## config.mk

```make
export PLATFORM = sky130hd
export DESIGN_NAME = lvs_scheduler
export DESIGN_NICKNAME = d
export VERILOG_FILES = /design/src/rtl/lvs_pkg.sv /design/src/rtl/lvs_timer_if.sv /design/src/rtl/lvs_delay_timer.sv /design/src/rtl/lvs_scheduler.sv
export VERILOG_INCLUDE_DIRS = /design/src /design/src/rtl
export SDC_FILE = /design/constraint.sdc
export NUM_CORES = 1
export LEC_CHECK = 0
export ABC_CLOCK_PERIOD_IN_PS = 8250
export BUFFER_PORTS_ARGS = -buffer_cell sky130_fd_sc_hd__buf_2
export CORE_MARGIN = 2
export CORE_UTILIZATION = 35
export DETAILED_ROUTE_END_ITERATION = 7
export MAX_ROUTING_LAYER = met4
export SYNTH_ARGS = -nofsm -noshare
export SYNTH_HDL_FRONTEND = slang
export SYNTH_SLANG_ARGS = --single-unit
```

## constraint.sdc

```tcl
create_clock -name core_clk_i -period 8.25 [get_ports core_clk_i]
set_input_delay 0.4125 -clock core_clk_i [delete_from_list [all_inputs] [get_ports core_clk_i]]
set_output_delay 0.4125 -clock core_clk_i [all_outputs]
set_load 0.05 [all_outputs]
```

## src/rtl/lvs_map.svh

```systemverilog
// Constants of the limit value output scheduler: timing, threshold steps,
// hysteresis steps and delay choices. Included by the design files only.
`ifndef LVS_MAP_SVH
`define LVS_MAP_SVH

// Core clock period and the length of one second, in nanoseconds
`define LVS_CLK_NS 50
`define LVS_SEC_NS 1000000000
// Clock cycles per second (a longest-time count, rounded down)
`define LVS_TICK_CYCLES (`LVS_SEC_NS / `LVS_CLK_NS)
// Cyclic repeat base in seconds and the largest cyclic setting
`define LVS_CYC_BASE_S 11'h00A
`define LVS_CYC_MAX 7'h78

// Configured threshold steps, in 0.1 degC
`define LVS_THR_IDX_LINEAR_LO 6'h02
`define LVS_THR_IDX_LINEAR_HI 6'h2A
`define LVS_THR_IDX_OFFSET 6'h07
`define LVS_THR_STEP 16'sh000A
`define LVS_THR_M15 16'shFF6A
`define LVS_THR_M10 16'shFF9C
`define LVS_THR_P40 16'sh0190
`define LVS_THR_P45 16'sh01C2
`define LVS_THR_P50 16'sh01F4

// Percent object scaling: 0 -> -20 degC, full scale -> 55 degC (0.1 degC units)
`define LVS_PCT_BASE 17'sh1FF38
`define LVS_PCT_SPAN 10'h2EE
`define LVS_PCT_FULL 18'h000FF

// Hysteresis steps, in 0.1 K
`define LVS_HYS_1K 16'sh000A
`define LVS_HYS_2K 16'sh0014
`define LVS_HYS_3K 16'sh001E
`define LVS_HYS_4K 16'sh0028
`define LVS_HYS_5K 16'sh0032
`define LVS_HYS_10K 16'sh0064
`define LVS_HYS_15K 16'sh0096
`define LVS_HYS_20K 16'sh00C8

// Switch-on and switch-off delay choices, in seconds
`define LVS_DLY_1S 12'h001
`define LVS_DLY_3S 12'h003
`define LVS_DLY_5S 12'h005
`define LVS_DLY_10S 12'h00A
`define LVS_DLY_15S 12'h00F
`define LVS_DLY_30S 12'h01E
`define LVS_DLY_1M 12'h03C
`define LVS_DLY_3M 12'h0B4
`define LVS_DLY_5M 12'h12C
`define LVS_DLY_10M 12'h258
`define LVS_DLY_15M 12'h384
`define LVS_DLY_30M 12'h708
`define LVS_DLY_60M 12'hE10

`endif

```

## src/rtl/lvs_pkg.sv

```systemverilog
// Types shared by the limit value output scheduler.
// Assumes the constants of lvs_map.svh for all numeric values.
package lvs_pkg;
	// Source of the limiting value
	typedef enum logic [1:0] {EXT_NONE, EXT_WORD, EXT_BYTE, EXT_TEACH} ext_src_t;
	// Delay timer states
	typedef enum logic {TMR_IDLE, TMR_RUN} tmr_state_t;
endpackage

```

## src/rtl/lvs_timer_if.sv

```systemverilog
// Carrier between the scheduler and its delay timer.
// Assumes both ends run on the same core clock.
interface lvs_timer_if;
	logic start; // Load and run the timer
	logic cancel; // Abandon a running delay
	logic [11:0] secs; // Delay length in seconds, nonzero on start
	logic tick; // One-second timebase pulse
	logic busy; // Timer running
	logic expire; // One-cycle pulse at delay end
	modport ctl (output start, output cancel, output secs, output tick, input busy, input expire);
	modport tmr (input start, input cancel, input secs, input tick, output busy, output expire);
endinterface

```

## src/rtl/lvs_delay_timer.sv

```systemverilog
// Seconds-resolution delay timer for switch-on and switch-off delays.
// Assumes one core clock, asynchronous active-low reset, a one-second tick.
module lvs_delay_timer
	import lvs_pkg::*;
(
	input wire logic core_clk_i, // Core clock
	input wire logic rstn_i, // Asynchronous reset, active low
	lvs_timer_if.tmr tif // Control from the scheduler
);
	tmr_state_t state_q; // Running or idle
	logic [11:0] cnt_q; // Seconds left
	logic expire_q; // Expiry pulse

	// Last second of the delay
	wire last_w = tif.tick && (cnt_q == 12'h001);

	assign tif.busy = (state_q == TMR_RUN);
	assign tif.expire = expire_q;

	// Countdown; a start is taken only when idle, so a restart never stretches a delay
	always_ff @(posedge core_clk_i or negedge rstn_i)
	begin
		if (!rstn_i)
		begin
			state_q <= TMR_IDLE;
			cnt_q <= 12'h000;
			expire_q <= 1'b0;
		end
		else
		begin
			expire_q <= 1'b0;
			case (state_q)
				TMR_IDLE:
				begin
					if (tif.start)
					begin
						cnt_q <= tif.secs;
						state_q <= TMR_RUN;
					end
				end
				TMR_RUN:
				begin
					// Abandoned delay leaves no expiry behind
					if (tif.cancel)
						state_q <= TMR_IDLE;
					else if (last_w)
					begin
						expire_q <= 1'b1;
						state_q <= TMR_IDLE;
					end
					else if (tif.tick)
						cnt_q <= cnt_q - 12'h001;
				end
				default: state_q <= TMR_IDLE;
			endcase
		end
	end
endmodule // lvs_delay_timer

```

## src/rtl/lvs_scheduler.sv

```systemverilog
// Limit value output scheduler: threshold source, crossing detection,
// switch delays and transmit scheduling of one 1-bit limit object.
// Assumes synchronous inputs, a 20 MHz core clock and a transmit path that
// takes every one-cycle request.
// Operation
// - 16-bit source takes threshold from word object
// - 8-bit source uses byte; none uses configured
// - Teaching captures present measurement as threshold
// - Teach capture only on 0-to-1 edge
// - Download discards external value until new received
// - Switch-on delay before accepting state 1
// - Cyclic sends carry 0 during on-delay
// - Switch-off delay before accepting state 0
// - Cyclic sends carry 1 during off-delay
// - No-telegram condition also suppresses cyclic sends
// - Send on each accepted change when enabled
// - No change sends when send-on-change disabled
// - Cyclic period is setting times ten seconds
// - Cyclic setting zero disables periodic sending
// - Nonzero setting sends cyclically regardless of changes
// - Configured threshold steps from -15 to 50 degC
// - Set or clear on directed threshold crossing
// - Hysteresis steps none up to 20 K
// - Twelve activation action combinations
`include "lvs_map.svh"
module lvs_scheduler
	import lvs_pkg::*;
#(
	parameter int TICK_CYCLES = `LVS_TICK_CYCLES // Core cycles per second
)
(
	input wire logic core_clk_i, // Core clock, 20 MHz
	input wire logic rstn_i, // Asynchronous reset, active low
	input wire logic signed [15:0] meas_i, // Measured value, 0.1 degC
	input wire logic [5:0] thr_sel_i, // Configured threshold step 0..45
	input wire logic [3:0] hyst_sel_i, // Hysteresis step 0..8
	input wire logic [3:0] act_sel_i, // Activation action 0..11
	input wire logic [1:0] ext_mode_i, // Threshold source
	input wire logic ext_word_wr_i, // Word object received
	input wire logic signed [15:0] ext_word_i, // Word threshold, 0.1 degC
	input wire logic ext_byte_wr_i, // Byte object received
	input wire logic [7:0] ext_byte_i, // Byte threshold, percent of range
	input wire logic teach_i, // Teaching switch object level
	input wire logic download_i, // Configuration download pulse
	input wire logic [3:0] on_dly_sel_i, // Switch-on delay choice 0..13
	input wire logic [3:0] off_dly_sel_i, // Switch-off delay choice 0..13
	input wire logic soc_en_i, // Send on change enable
	input wire logic [6:0] cyc_sel_i, // Cyclic setting 0..120
	output logic tx_req_o, // Transmit request pulse
	output logic tx_val_o, // Value to transmit
	output logic limit_state_o, // Accepted limit state
	output logic signed [15:0] threshold_level_o, // Active threshold
	output logic delay_busy_o // A switch delay is running
);
	lvs_timer_if tif (); // Link to the delay timer

	logic [24:0] tick_cnt_q; // Clock cycles within the second
	logic sec_tick_q; // One-second pulse
	logic [10:0] cyc_sec_q; // Seconds since last cyclic repeat point, sent or muted
	logic signed [15:0] ext_q; // Externally supplied threshold
	logic ext_valid_q; // External threshold usable
	logic teach_prev_q; // Previous teach level
	logic region_q; // 1 after set crossing, 0 after release crossing
	logic acc_q; // Accepted limit state
	logic tx_req_q; // Registered transmit request
	logic tx_val_q; // Registered transmit value

	ext_src_t src_w; // Decoded threshold source
	assign src_w = ext_src_t'(ext_mode_i);

	// Configured threshold step to 0.1 degC
	function automatic logic signed [15:0] cfg_thr(input logic [5:0] idx);
		logic signed [15:0] rel;
		// Offset taken at full width; a 6-bit difference would turn 32..35 degC negative
		rel = signed'({10'h000, idx}) - signed'(16'(`LVS_THR_IDX_OFFSET));
		if (idx == 6'h00)
			cfg_thr = `LVS_THR_M15;
		else if (idx < `LVS_THR_IDX_LINEAR_LO)
			cfg_thr = `LVS_THR_M10;
		else if (idx <= `LVS_THR_IDX_LINEAR_HI)
			cfg_thr = 16'(rel * `LVS_THR_STEP);
		else if (idx == `LVS_THR_IDX_LINEAR_HI + 6'h01)
			cfg_thr = `LVS_THR_P40;
		else if (idx == `LVS_THR_IDX_LINEAR_HI + 6'h02)
			cfg_thr = `LVS_THR_P45;
		else
			cfg_thr = `LVS_THR_P50;
	endfunction

	// hysteresis step table
	// Hysteresis step to 0.1 K
	function automatic logic signed [15:0] hyst_val(input logic [3:0] sel);
		case (sel)
			4'h1: hyst_val = `LVS_HYS_1K;
			4'h2: hyst_val = `LVS_HYS_2K;
			4'h3: hyst_val = `LVS_HYS_3K;
			4'h4: hyst_val = `LVS_HYS_4K;
			4'h5: hyst_val = `LVS_HYS_5K;
			4'h6: hyst_val = `LVS_HYS_10K;
			4'h7: hyst_val = `LVS_HYS_15K;
			4'h8: hyst_val = `LVS_HYS_20K;
			default: hyst_val = 16'sh0000;
		endcase
	endfunction

	// Delay choice to seconds; zero means no delay
	function automatic logic [11:0] dly_secs(input logic [3:0] sel);
		case (sel)
			4'h1: dly_secs = `LVS_DLY_1S;
			4'h2: dly_secs = `LVS_DLY_3S;
			4'h3: dly_secs = `LVS_DLY_5S;
			4'h4: dly_secs = `LVS_DLY_10S;
			4'h5: dly_secs = `LVS_DLY_15S;
			4'h6: dly_secs = `LVS_DLY_30S;
			4'h7: dly_secs = `LVS_DLY_1M;
			4'h8: dly_secs = `LVS_DLY_3M;
			4'h9: dly_secs = `LVS_DLY_5M;
			4'hA: dly_secs = `LVS_DLY_10M;
			4'hB: dly_secs = `LVS_DLY_15M;
			4'hC: dly_secs = `LVS_DLY_30M;
			4'hD: dly_secs = `LVS_DLY_60M;
			default: dly_secs = 12'h000;
		endcase
	endfunction

	wire logic signed [15:0] cfg_thr_w = cfg_thr(thr_sel_i);
	// Percent object scaled onto -20..55 degC; the divide is by a constant
	wire logic [17:0] pct_prod_w = 18'(ext_byte_i * `LVS_PCT_SPAN);
	wire logic [17:0] pct_scaled_w = pct_prod_w / `LVS_PCT_FULL;
	wire logic signed [15:0] pct_thr_w = 16'(`LVS_PCT_BASE + signed'({1'b0, pct_scaled_w[15:0]}));
	// rising edge of the switching object only
	wire logic teach_rise_w = teach_i && !teach_prev_q;
	wire logic teach_cap_w = (src_w == EXT_TEACH) && teach_rise_w;
	wire logic word_cap_w = (src_w == EXT_WORD) && ext_word_wr_i;
	wire logic byte_cap_w = (src_w == EXT_BYTE) && ext_byte_wr_i;
	wire logic ext_cap_w = teach_cap_w || word_cap_w || byte_cap_w;
	// no source or no fresh value falls back to configuration
	wire logic use_ext_w = (src_w != EXT_NONE) && ext_valid_q;
	wire logic signed [15:0] thr_w = use_ext_w ? ext_q : cfg_thr_w;

	// Crossing points, one bit wider so the hysteresis offset cannot wrap
	wire logic signed [16:0] thr17_w = 17'(thr_w);
	wire logic signed [16:0] hys17_w = 17'(hyst_val(hyst_sel_i));
	wire logic signed [16:0] meas17_w = 17'(meas_i);
	// Action code: bit1 undershoot variant, bit0 inverted values, bits 3:2 silent side
	wire logic under_w = act_sel_i[1];
	wire logic inv_w = act_sel_i[0];
	wire logic set_silent_w = (act_sel_i[3:2] == 2'b10);
	wire logic clr_silent_w = (act_sel_i[3:2] == 2'b01);
	// set crossing at the threshold, release at threshold -/+ hysteresis
	wire logic set_hit_w = under_w ? (meas17_w < thr17_w) : (meas17_w > thr17_w);
	wire logic clr_hit_w = under_w ? (meas17_w > thr17_w + hys17_w) : (meas17_w < thr17_w - hys17_w);
	// the fulfilled condition decides value or silence
	wire logic silent_w = region_q ? set_silent_w : clr_silent_w;
	wire logic raw_w = silent_w ? acc_q : (region_q ? !inv_w : inv_w);

	// Delay toward the pending state
	wire logic [11:0] on_secs_w = dly_secs(on_dly_sel_i);
	wire logic [11:0] off_secs_w = dly_secs(off_dly_sel_i);
	wire logic [11:0] dir_secs_w = raw_w ? on_secs_w : off_secs_w;
	wire logic pend_w = (raw_w != acc_q);
	// accept only at expiry, or at once with no delay set
	wire logic accept_w = pend_w && (tif.expire || (dir_secs_w == 12'h000 && !tif.busy));

	// Cyclic schedule: period is setting times base
	wire logic [10:0] period_w = 11'(cyc_sel_i * `LVS_CYC_BASE_S);
	wire logic cyc_hit_w = sec_tick_q && (cyc_sel_i != 7'h00) && (cyc_sec_q + 11'h001 >= period_w);
	// silent condition also mutes the cyclic telegram
	wire logic cyc_send_w = cyc_hit_w && !silent_w;
	wire logic chg_send_w = accept_w && soc_en_i;

	assign tif.start = pend_w && !tif.busy && !tif.expire && (dir_secs_w != 12'h000);
	// raw state back at accepted state abandons the delay
	assign tif.cancel = tif.busy && !pend_w;
	assign tif.secs = dir_secs_w;
	assign tif.tick = sec_tick_q;

	assign tx_req_o = tx_req_q;
	assign tx_val_o = tx_val_q;
	assign limit_state_o = acc_q;
	assign threshold_level_o = thr_w;
	assign delay_busy_o = tif.busy;

	// Switch delay timer
	lvs_delay_timer u_timer (
		.core_clk_i (core_clk_i),
		.rstn_i (rstn_i),
		.tif (tif.tmr)
	);

	// One-second timebase
	always_ff @(posedge core_clk_i or negedge rstn_i)
	begin
		if (!rstn_i)
		begin
			tick_cnt_q <= 25'h0000000;
			sec_tick_q <= 1'b0;
		end
		else
		begin
			sec_tick_q <= (tick_cnt_q == 25'(TICK_CYCLES - 1));
			tick_cnt_q <= (tick_cnt_q == 25'(TICK_CYCLES - 1)) ? 25'h0000000 : tick_cnt_q + 25'h0000001;
		end
	end

	// seconds counter for the cyclic repeat
	always_ff @(posedge core_clk_i or negedge rstn_i)
	begin
		if (!rstn_i)
			cyc_sec_q <= 11'h000;
		else if (cyc_sel_i == 7'h00 || cyc_hit_w)
			cyc_sec_q <= 11'h000;
		else if (sec_tick_q)
			cyc_sec_q <= cyc_sec_q + 11'h001;
	end

	// External threshold store; a fresh value wins over a download clear
	always_ff @(posedge core_clk_i or negedge rstn_i)
	begin
		if (!rstn_i)
		begin
			ext_q <= 16'sh0000;
			ext_valid_q <= 1'b0;
			teach_prev_q <= 1'b0;
		end
		else
		begin
			teach_prev_q <= teach_i;
			if (word_cap_w)
				ext_q <= ext_word_i;
			else if (byte_cap_w)
				ext_q <= pct_thr_w;
			else if (teach_cap_w)
				ext_q <= meas_i;
			if (ext_cap_w)
				ext_valid_q <= 1'b1;
			else if (download_i)
				ext_valid_q <= 1'b0;
		end
	end

	// Crossing region, accepted state and transmit requests
	always_ff @(posedge core_clk_i or negedge rstn_i)
	begin
		if (!rstn_i)
		begin
			region_q <= 1'b0;
			acc_q <= 1'b0;
			tx_req_q <= 1'b0;
			tx_val_q <= 1'b0;
		end
		else
		begin
			if (set_hit_w)
				region_q <= 1'b1;
			else if (clr_hit_w)
				region_q <= 1'b0;
			if (accept_w)
				acc_q <= raw_w;
			tx_req_q <= chg_send_w || cyc_send_w;
			// cyclic value is the accepted state, not the raw one
			tx_val_q <= accept_w ? raw_w : acc_q;
		end
	end

	// Teach capture takes the measurement present at the edge
	teach_cap_a: assert property (@(posedge core_clk_i) disable iff (!rstn_i)
		teach_cap_w |=> (ext_q == $past(meas_i)) && ext_valid_q)
		else $error("teach did not capture measurement");

	// Download without a new value leaves the configured threshold in force
	download_a: assert property (@(posedge core_clk_i) disable iff (!rstn_i)
		download_i && !ext_cap_w ##1 (!ext_cap_w)[*2] |-> threshold_level_o == cfg_thr_w)
		else $error("external threshold survived download");

	// Word source drives the active threshold
	word_src_a: assert property (@(posedge core_clk_i) disable iff (!rstn_i)
		word_cap_w ##1 src_w == EXT_WORD |-> threshold_level_o == $past(ext_word_i))
		else $error("word object not used as threshold");

	// No source means configured threshold
	no_src_a: assert property (@(posedge core_clk_i) disable iff (!rstn_i)
		src_w == EXT_NONE |-> threshold_level_o == cfg_thr_w)
		else $error("threshold not configured value");

	// A delayed rise only happens at timer expiry
	on_delay_a: assert property (@(posedge core_clk_i) disable iff (!rstn_i)
		$rose(acc_q) && $past(on_secs_w) != 12'h000 |-> $past(tif.expire))
		else $error("state 1 accepted before delay");

	// A delayed fall only happens at timer expiry
	off_delay_a: assert property (@(posedge core_clk_i) disable iff (!rstn_i)
		$fell(acc_q) && $past(off_secs_w) != 12'h000 |-> $past(tif.expire))
		else $error("state 0 accepted before delay");

	// Every telegram carries the accepted state
	tx_value_a: assert property (@(posedge core_clk_i) disable iff (!rstn_i)
		tx_req_o |-> tx_val_o == acc_q)
		else $error("telegram value differs from accepted state");

	// Without change sending or cycle no telegram appears
	no_send_a: assert property (@(posedge core_clk_i) disable iff (!rstn_i)
		!soc_en_i && cyc_sel_i == 7'h00 |=> !tx_req_o)
		else $error("telegram with sending disabled");

	// Silent condition mutes the cyclic telegram
	cyc_silent_a: assert property (@(posedge core_clk_i) disable iff (!rstn_i)
		cyc_hit_w && silent_w && !accept_w |=> !tx_req_o)
		else $error("cyclic telegram not suppressed");

	// Return of the raw state ends the delay next cycle
	delay_cancel_a: assert property (@(posedge core_clk_i) disable iff (!rstn_i)
		tif.busy && !pend_w |=> !tif.busy && $stable(acc_q))
		else $error("delay not cancelled");
endmodule // lvs_scheduler

```

[After elaboration in Yosys (flattened, before gate mapping)]
Memories as Yosys holds them, arrays and structs flattened.
Index checks and enable logic that the tools add are counted.
Storage, ports and cells
  logic and storage cells: 120
  bits in registers: 72
  bits in read-only memories: 496
  memories: 3
  input port bits: 78
  output and inout port bits: 20
Memories
  (no name shown): words 16, bits a word 12, read ports 1, clocked after memory_dff 0, wr ports 0, line lvs_scheduler.sv:108  | case (sel)
  (no name shown): words 16, bits a word 12, read ports 1, clocked after memory_dff 0, wr ports 0, line lvs_scheduler.sv:108
  (no name shown): words 16, bits a word 7, read ports 1, clocked after memory_dff 0, wr ports 0, line lvs_scheduler.sv:93  | case (sel)
Cells by class
  equality and inequality tests: 14
  div/mod/pow operators: 1
  add/subtract/negate cells: 7
  $mul: 3
  order comparisons: 7
  bitwise logic cells: 1
  multiplexer cells: 34
  reductions and logical operators: 38
Operator list (count)
  $mux 16: 7
  $mux 12: 5
  $add 25x1->25 const B: 1
  $eq 25x25->1 const B: 1
  $mux 25: 1
  $pmux 12 s2: 1
  $mux 11: 2
  $div 18x8->18 const B: 1
  $add 16x16->17: 1
  $gt 16x17->1: 1
  $lt 16x17->1: 1
  $mul 8x9->17 const B: 1
  $sub 16x16->17: 1
  $add 9x16->16 const A: 1
  $gt 16x16->1: 1
  $logic_and 1x1->1: 16
  $lt 16x16->1: 1
  $mux 1: 15
  $eq 12x1->1 const B: 1
  $eq 6x6->1 const B: 2
  $logic_not 12->1: 1
  $reduce_bool 12->1: 1
  $sub 12x1->12 const B: 1
  $add 11x1->11 const B: 1
  other kinds (22): 40

[Logic depth before layout (Yosys ltp)]
  depth after elaboration: 12
  gate-level depth with buffers: 42
  mapped depth without buffers: 37

[Modules after synthesis]
Synthesis repeated with hierarchy kept, for this count alone.
Unflattened totals
  cells, all modules: 1475
  area total of the unflattened synthesis: 11762.5 um2
Modules (own cells, without submodules)
  lvs_scheduler: area each 10802.9 um2, seq. area each 1451.4 um2, times used 1, cells each 1363
  lvs_delay_timer: area each 959.7 um2, seq. area each 350.3 um2, times used 1, cells each 112

[Least setup slack after synthesis]
OpenSTA, ideal clock, no wires.
  kind: input port to flip-flop
  start: input port ext_byte_i[5]
  end: register ext_q[0]
  path buffers: 3
  required time: 8.173 ns
  path slack: -0.817 ns
  library setup time: 0.077 ns
  stages: 36
  data arrival time: 8.989 ns
  cell sequence: inv_1 fa_1 fa_1 fa_1 fa_1 inv_1 ha_1 a21oi_1 o21a_2 a2bb2oi_2 nand4_1 buf_4 nand2b_1 or4_4 a21oi_2 mux2i_1 a21oi_1 and2_1 o32a_1 buf_4 or3_1 buf_2 a211oi_2 nor4_1 o32ai_2 o31ai_2 a31o_1 a211o_1 nand3b_1 nand3_2 o21a_1 o31ai_4 o211ai_1 o211ai_1 o2111ai_1 a21oi_1
Between the ends
  word-level cells in the longest chain between the ends: 5
Ends and longest elaborated chain
  from (decl): line lvs_scheduler.sv:42  | input wire logic [7:0] ext_byte_i,
  $mul 8x9->17 (no line)
  $div 18x8->18 (no line)
  $add 9x16->16 (no line)
  $mux 16: line lvs_scheduler.sv:231  | else if (byte_cap_w)
  $mux 16: line lvs_scheduler.sv:229  | if (word_cap_w)
  to (signal assigned): line lvs_scheduler.sv:230  | ext_q <= ext_word_i;
  to (signal assigned): line lvs_scheduler.sv:232  | ext_q <= pct_thr_w;
  to (signal assigned): line lvs_scheduler.sv:234  | ext_q <= meas_i;
  to (decl): line lvs_scheduler.sv:60  | logic signed [15:0] ext_q;
No other way between the ends.
A chain may end at the register's enable or synchronous reset.

[Worst setup path after layout]
  start: input port ext_byte_i[4]
  end: register ext_q[1]
The elaborated chain is that of the path after synthesis.

==> metrics <==
RR Startpoint=ext_valid_q; RSZ-0062 raised after global routing=true; Fin Setup TNS=-5170 ps; main area contributors after synthesis=ha_1 (17%), dfrtp_1 (15%), xnor2_1 (5.2%), fa_1 (4.7%), a21oi_1 (4.6%); post-route ant nets=0; Hold/Removal Path Class=input pin to async pin; die width=188 um; Worst Path Max Fanout=5; failing checks=negative setup slack; layout net count=2149; period utilization=107%; dpl cells=~2.3k; Post-Route WL=36800 um; Finished Cell Area=between 15000 and 20000 um2; Crit. End Element=flip-flop; prevailing post-synth register cell=dfrtp_1; first-pass GRT wire length=between 50000 and 60000 um; later-pin clock latency in the skew report=350 ps; GP Congestion=between 0.9 and 1; layout cell share with drive strength beyond 1=between 30% and 40%; syn nets=1786; Worst Path Arrival=around 9000 ps; Final WS setup=-590 ps; HPWL Detailed=just under 30000 um; setup violators final=15; number of global-route vias before repair=between 10k and 15k; Port Buf Inserts=between 90 and 100; slew margin rel.=between 20% and 30%; CTS sink count=72; CP Launch Type=input pin; pre-CTS setup slack=-1260 ps; top-area cell type share of the netlist area=about 17%; Final Hold Fails=0; final non-filler cell total=between 2k and 2.5k; worst-margin pin slew=between 1000 and 1500 ps; initial antenna violation count=3; Seq/Total Area, Yosys=approximately 15%; register area=roughly 1800 um2; Cell variety after synth=roughly 100; Worst path max stage delay=a little under 600 ps; placed cell area=~15000 um2; Reg clk slew, reported paths=approximately 60 ps; H-tree depth=3; synthesis-to-layout area growth=39.7%; via count=around 12k; cts hold-fix bufs=0; # IOs=98; grt ovf=0; Post-synth EDFFs=0; synth warn=0; worst reg2reg path endpoint=region_q; Mapped Area=11900 um2; Avg Inst Size Synth=around 8 um2; Die H=between 150 and 200 um; WP data required=8450 ps; CTS tree=done; die area=between 30000 and 40000 um2; initial DRC count=850; area of the multi-input gates=approximately 11000 um2; Final min period=around 8800 ps; dominant cell type by area after synthesis=ha_1; Rows=between 60 and 70; reg2reg path depth=31; Setup Skew=between 9 and 10 ps; Starting Density=a little over a third; worst reg2reg setup slack=2820 ps; Filler cells=roughly 3.2k; drt first pass iters=5; GRT Total Usage=20.8%; maxcap violations=0; largest net degree at the start of global routing=between 70 and 80; Via density=between 5 and 6; Slowest cell on crit path=fa_2; Slew Limit Fails=0; Worst Path Class, Setup=input pin to flip-flop; Placeable Area=between 30000 and 40000 um2; Worst path most repeated cell=fa_2; Synth Instances=between 1.5k and 2k; Num CTS Buffers=9; Max Clk Rate=113 MHz; outcome=complete, but fails checks; asr flop ratio synth=100%; post-DR wirelength/cell=approximately 16 um; Longest Clk Path Bufs=2; Synth Register Bits=just over 70; CTS Root Buffer Type=clkbuf_16; drc violations=0
[worst max-delay path, delay by kind of cell]
kind	cells	cell delay (ps)
buffers and inverters	6	750
AND/OR/NAND/NOR	10	2740
adder cells (fa/ha/maj)	5	2250
AO/OA/AOI/OAI	13	2530
XOR/XNOR	3	330
[worst max-delay path by stage]
| stage | endpoint | depth (start not counted) | from | slack, ps |
|---|---|---|---|---|
| after floorplan | ext_q[0] | 36 | ext_byte_i[4] | -430 |
| after global placement | ext_q[1] | 38 | ext_byte_i[4] | -1180 |
| after detailed placement | ext_q[0] | 39 | ext_byte_i[4] | -1260 |
| after CTS | ext_q[1] | 39 | ext_byte_i[5] | -500 |
| after global routing | ext_q[0] | 39 | ext_byte_i[5] | -970 |
| final | ext_q[1] | 37 | ext_byte_i[4] | -590 |
[layer usage]
layer	wire, um	up-vias	share of wire [%]	global-route usage [%]
met5	0	-	0	-
met4	896	0	2.4	5.84
met2	17800	237	48	35.0
met1	16700	5871	46	26.8
met3	1390	54	3.8	1.86
li1	-	6232	-	-
[synthesized netlist by cell type (5+ instances only)]
cell type,count
a31o_2,7
nor2_1,122
inv_1,109
o21ai_1,7
nor3b_1,5
o21ai_0,78
nand2b_1,26
xnor2_1,71
a211oi_1,21
xor2_1,37
nand4_1,28
dfrtp_1,72
a221oi_1,6
a22oi_1,7
a21oi_1,110
nand2_1,131
nand3b_1,9
nor3_1,31
a211o_1,7
o21bai_1,7
a21o_1,31
o21a_1,15
ha_1,161
buf_2,8
or3_1,5
and2_1,17
nor4_1,18
nor3_2,5
o22ai_1,9
o31ai_1,8
o211ai_1,19
mux2i_1,12
mux2_2,5
and3_1,26
nand3_1,65
a31oi_1,15
or2_2,5
nor2b_1,27
clkbuf_1,34
and4_1,9
buf_4,5
fa_1,28
[through the flow]
step	utilization (%)	hold WS (ps)
3_5_place_dp	44.1	457
2_1_floorplan	-	117
6_report	49.6	179
4_1_cts	46.9	183
3_3_place_gp	44.1	454
5_1_grt	49.6	181
[layout by cell type (no fill, tap or decap), types with 16 or more instances in the layout]
master    instances
a21oi_1          93
inv_1           102
buf_2            91
and3_1           22
nor2b_1          25
nor2_1          111
ha_1            155
buf_6            23
nand4_1          28
a21o_1           31
xnor2_1          66
xor2_1           36
nand2_1         126
o21ai_0          71
nand3_1          61
o211ai_1         19
a21oi_2          16
nor3_1           22
nand2b_1         23
dfrtp_1          72
fa_1             24
buf_4           283
[repair_timing]
action                     in CTS  in global routing
pin swaps                      41                 77
resized for setup              99                119
buffers inserted               24                 40
cloned                          0                  0
setup endpoints to repair      16                 16
[registers in the layout, indices dropped and copies added (netlist names)]
register,cells
tick_cnt_q,25
ext_q,16
u_timer.cnt_q,12
cyc_sec_q,11
ext_valid_q,1
region_q,1
sec_tick_q,1
teach_prev_q,1
tx_req_o,1
tx_val_o,1
u_timer.tif.busy,1
u_timer.tif.expire,1
[layout make-up]
type | count | area share (%)
timing repair buffer | 400 | 17.4
sequential | 72 | 10.9
antenna | 2 | 0.0302
clock buffer | 10 | 1.38
inverter | 109 | 2.48
multi-input combinational | 1290 | 64.0
clock inverter | 6 | 0.558
tap | 448 | 3.38
[cells by family after synthesis]
family | count (synthesis) | share of synthesized area (%)
and+or+nand+nor | 557 | 24.2
AOI/OAI and AO/OA | 417 | 24.1
adders and majority gates | 190 | 21.8
buffers and inverters | 157 | 5.20
xor gates and xnor gates | 108 | 7.96
DFF | 72 | 15.2
muxes | 18 | 1.60
Power is not shown: default switching activity piles up to over one toggle a cycle in this logic, so the estimate is an artifact.
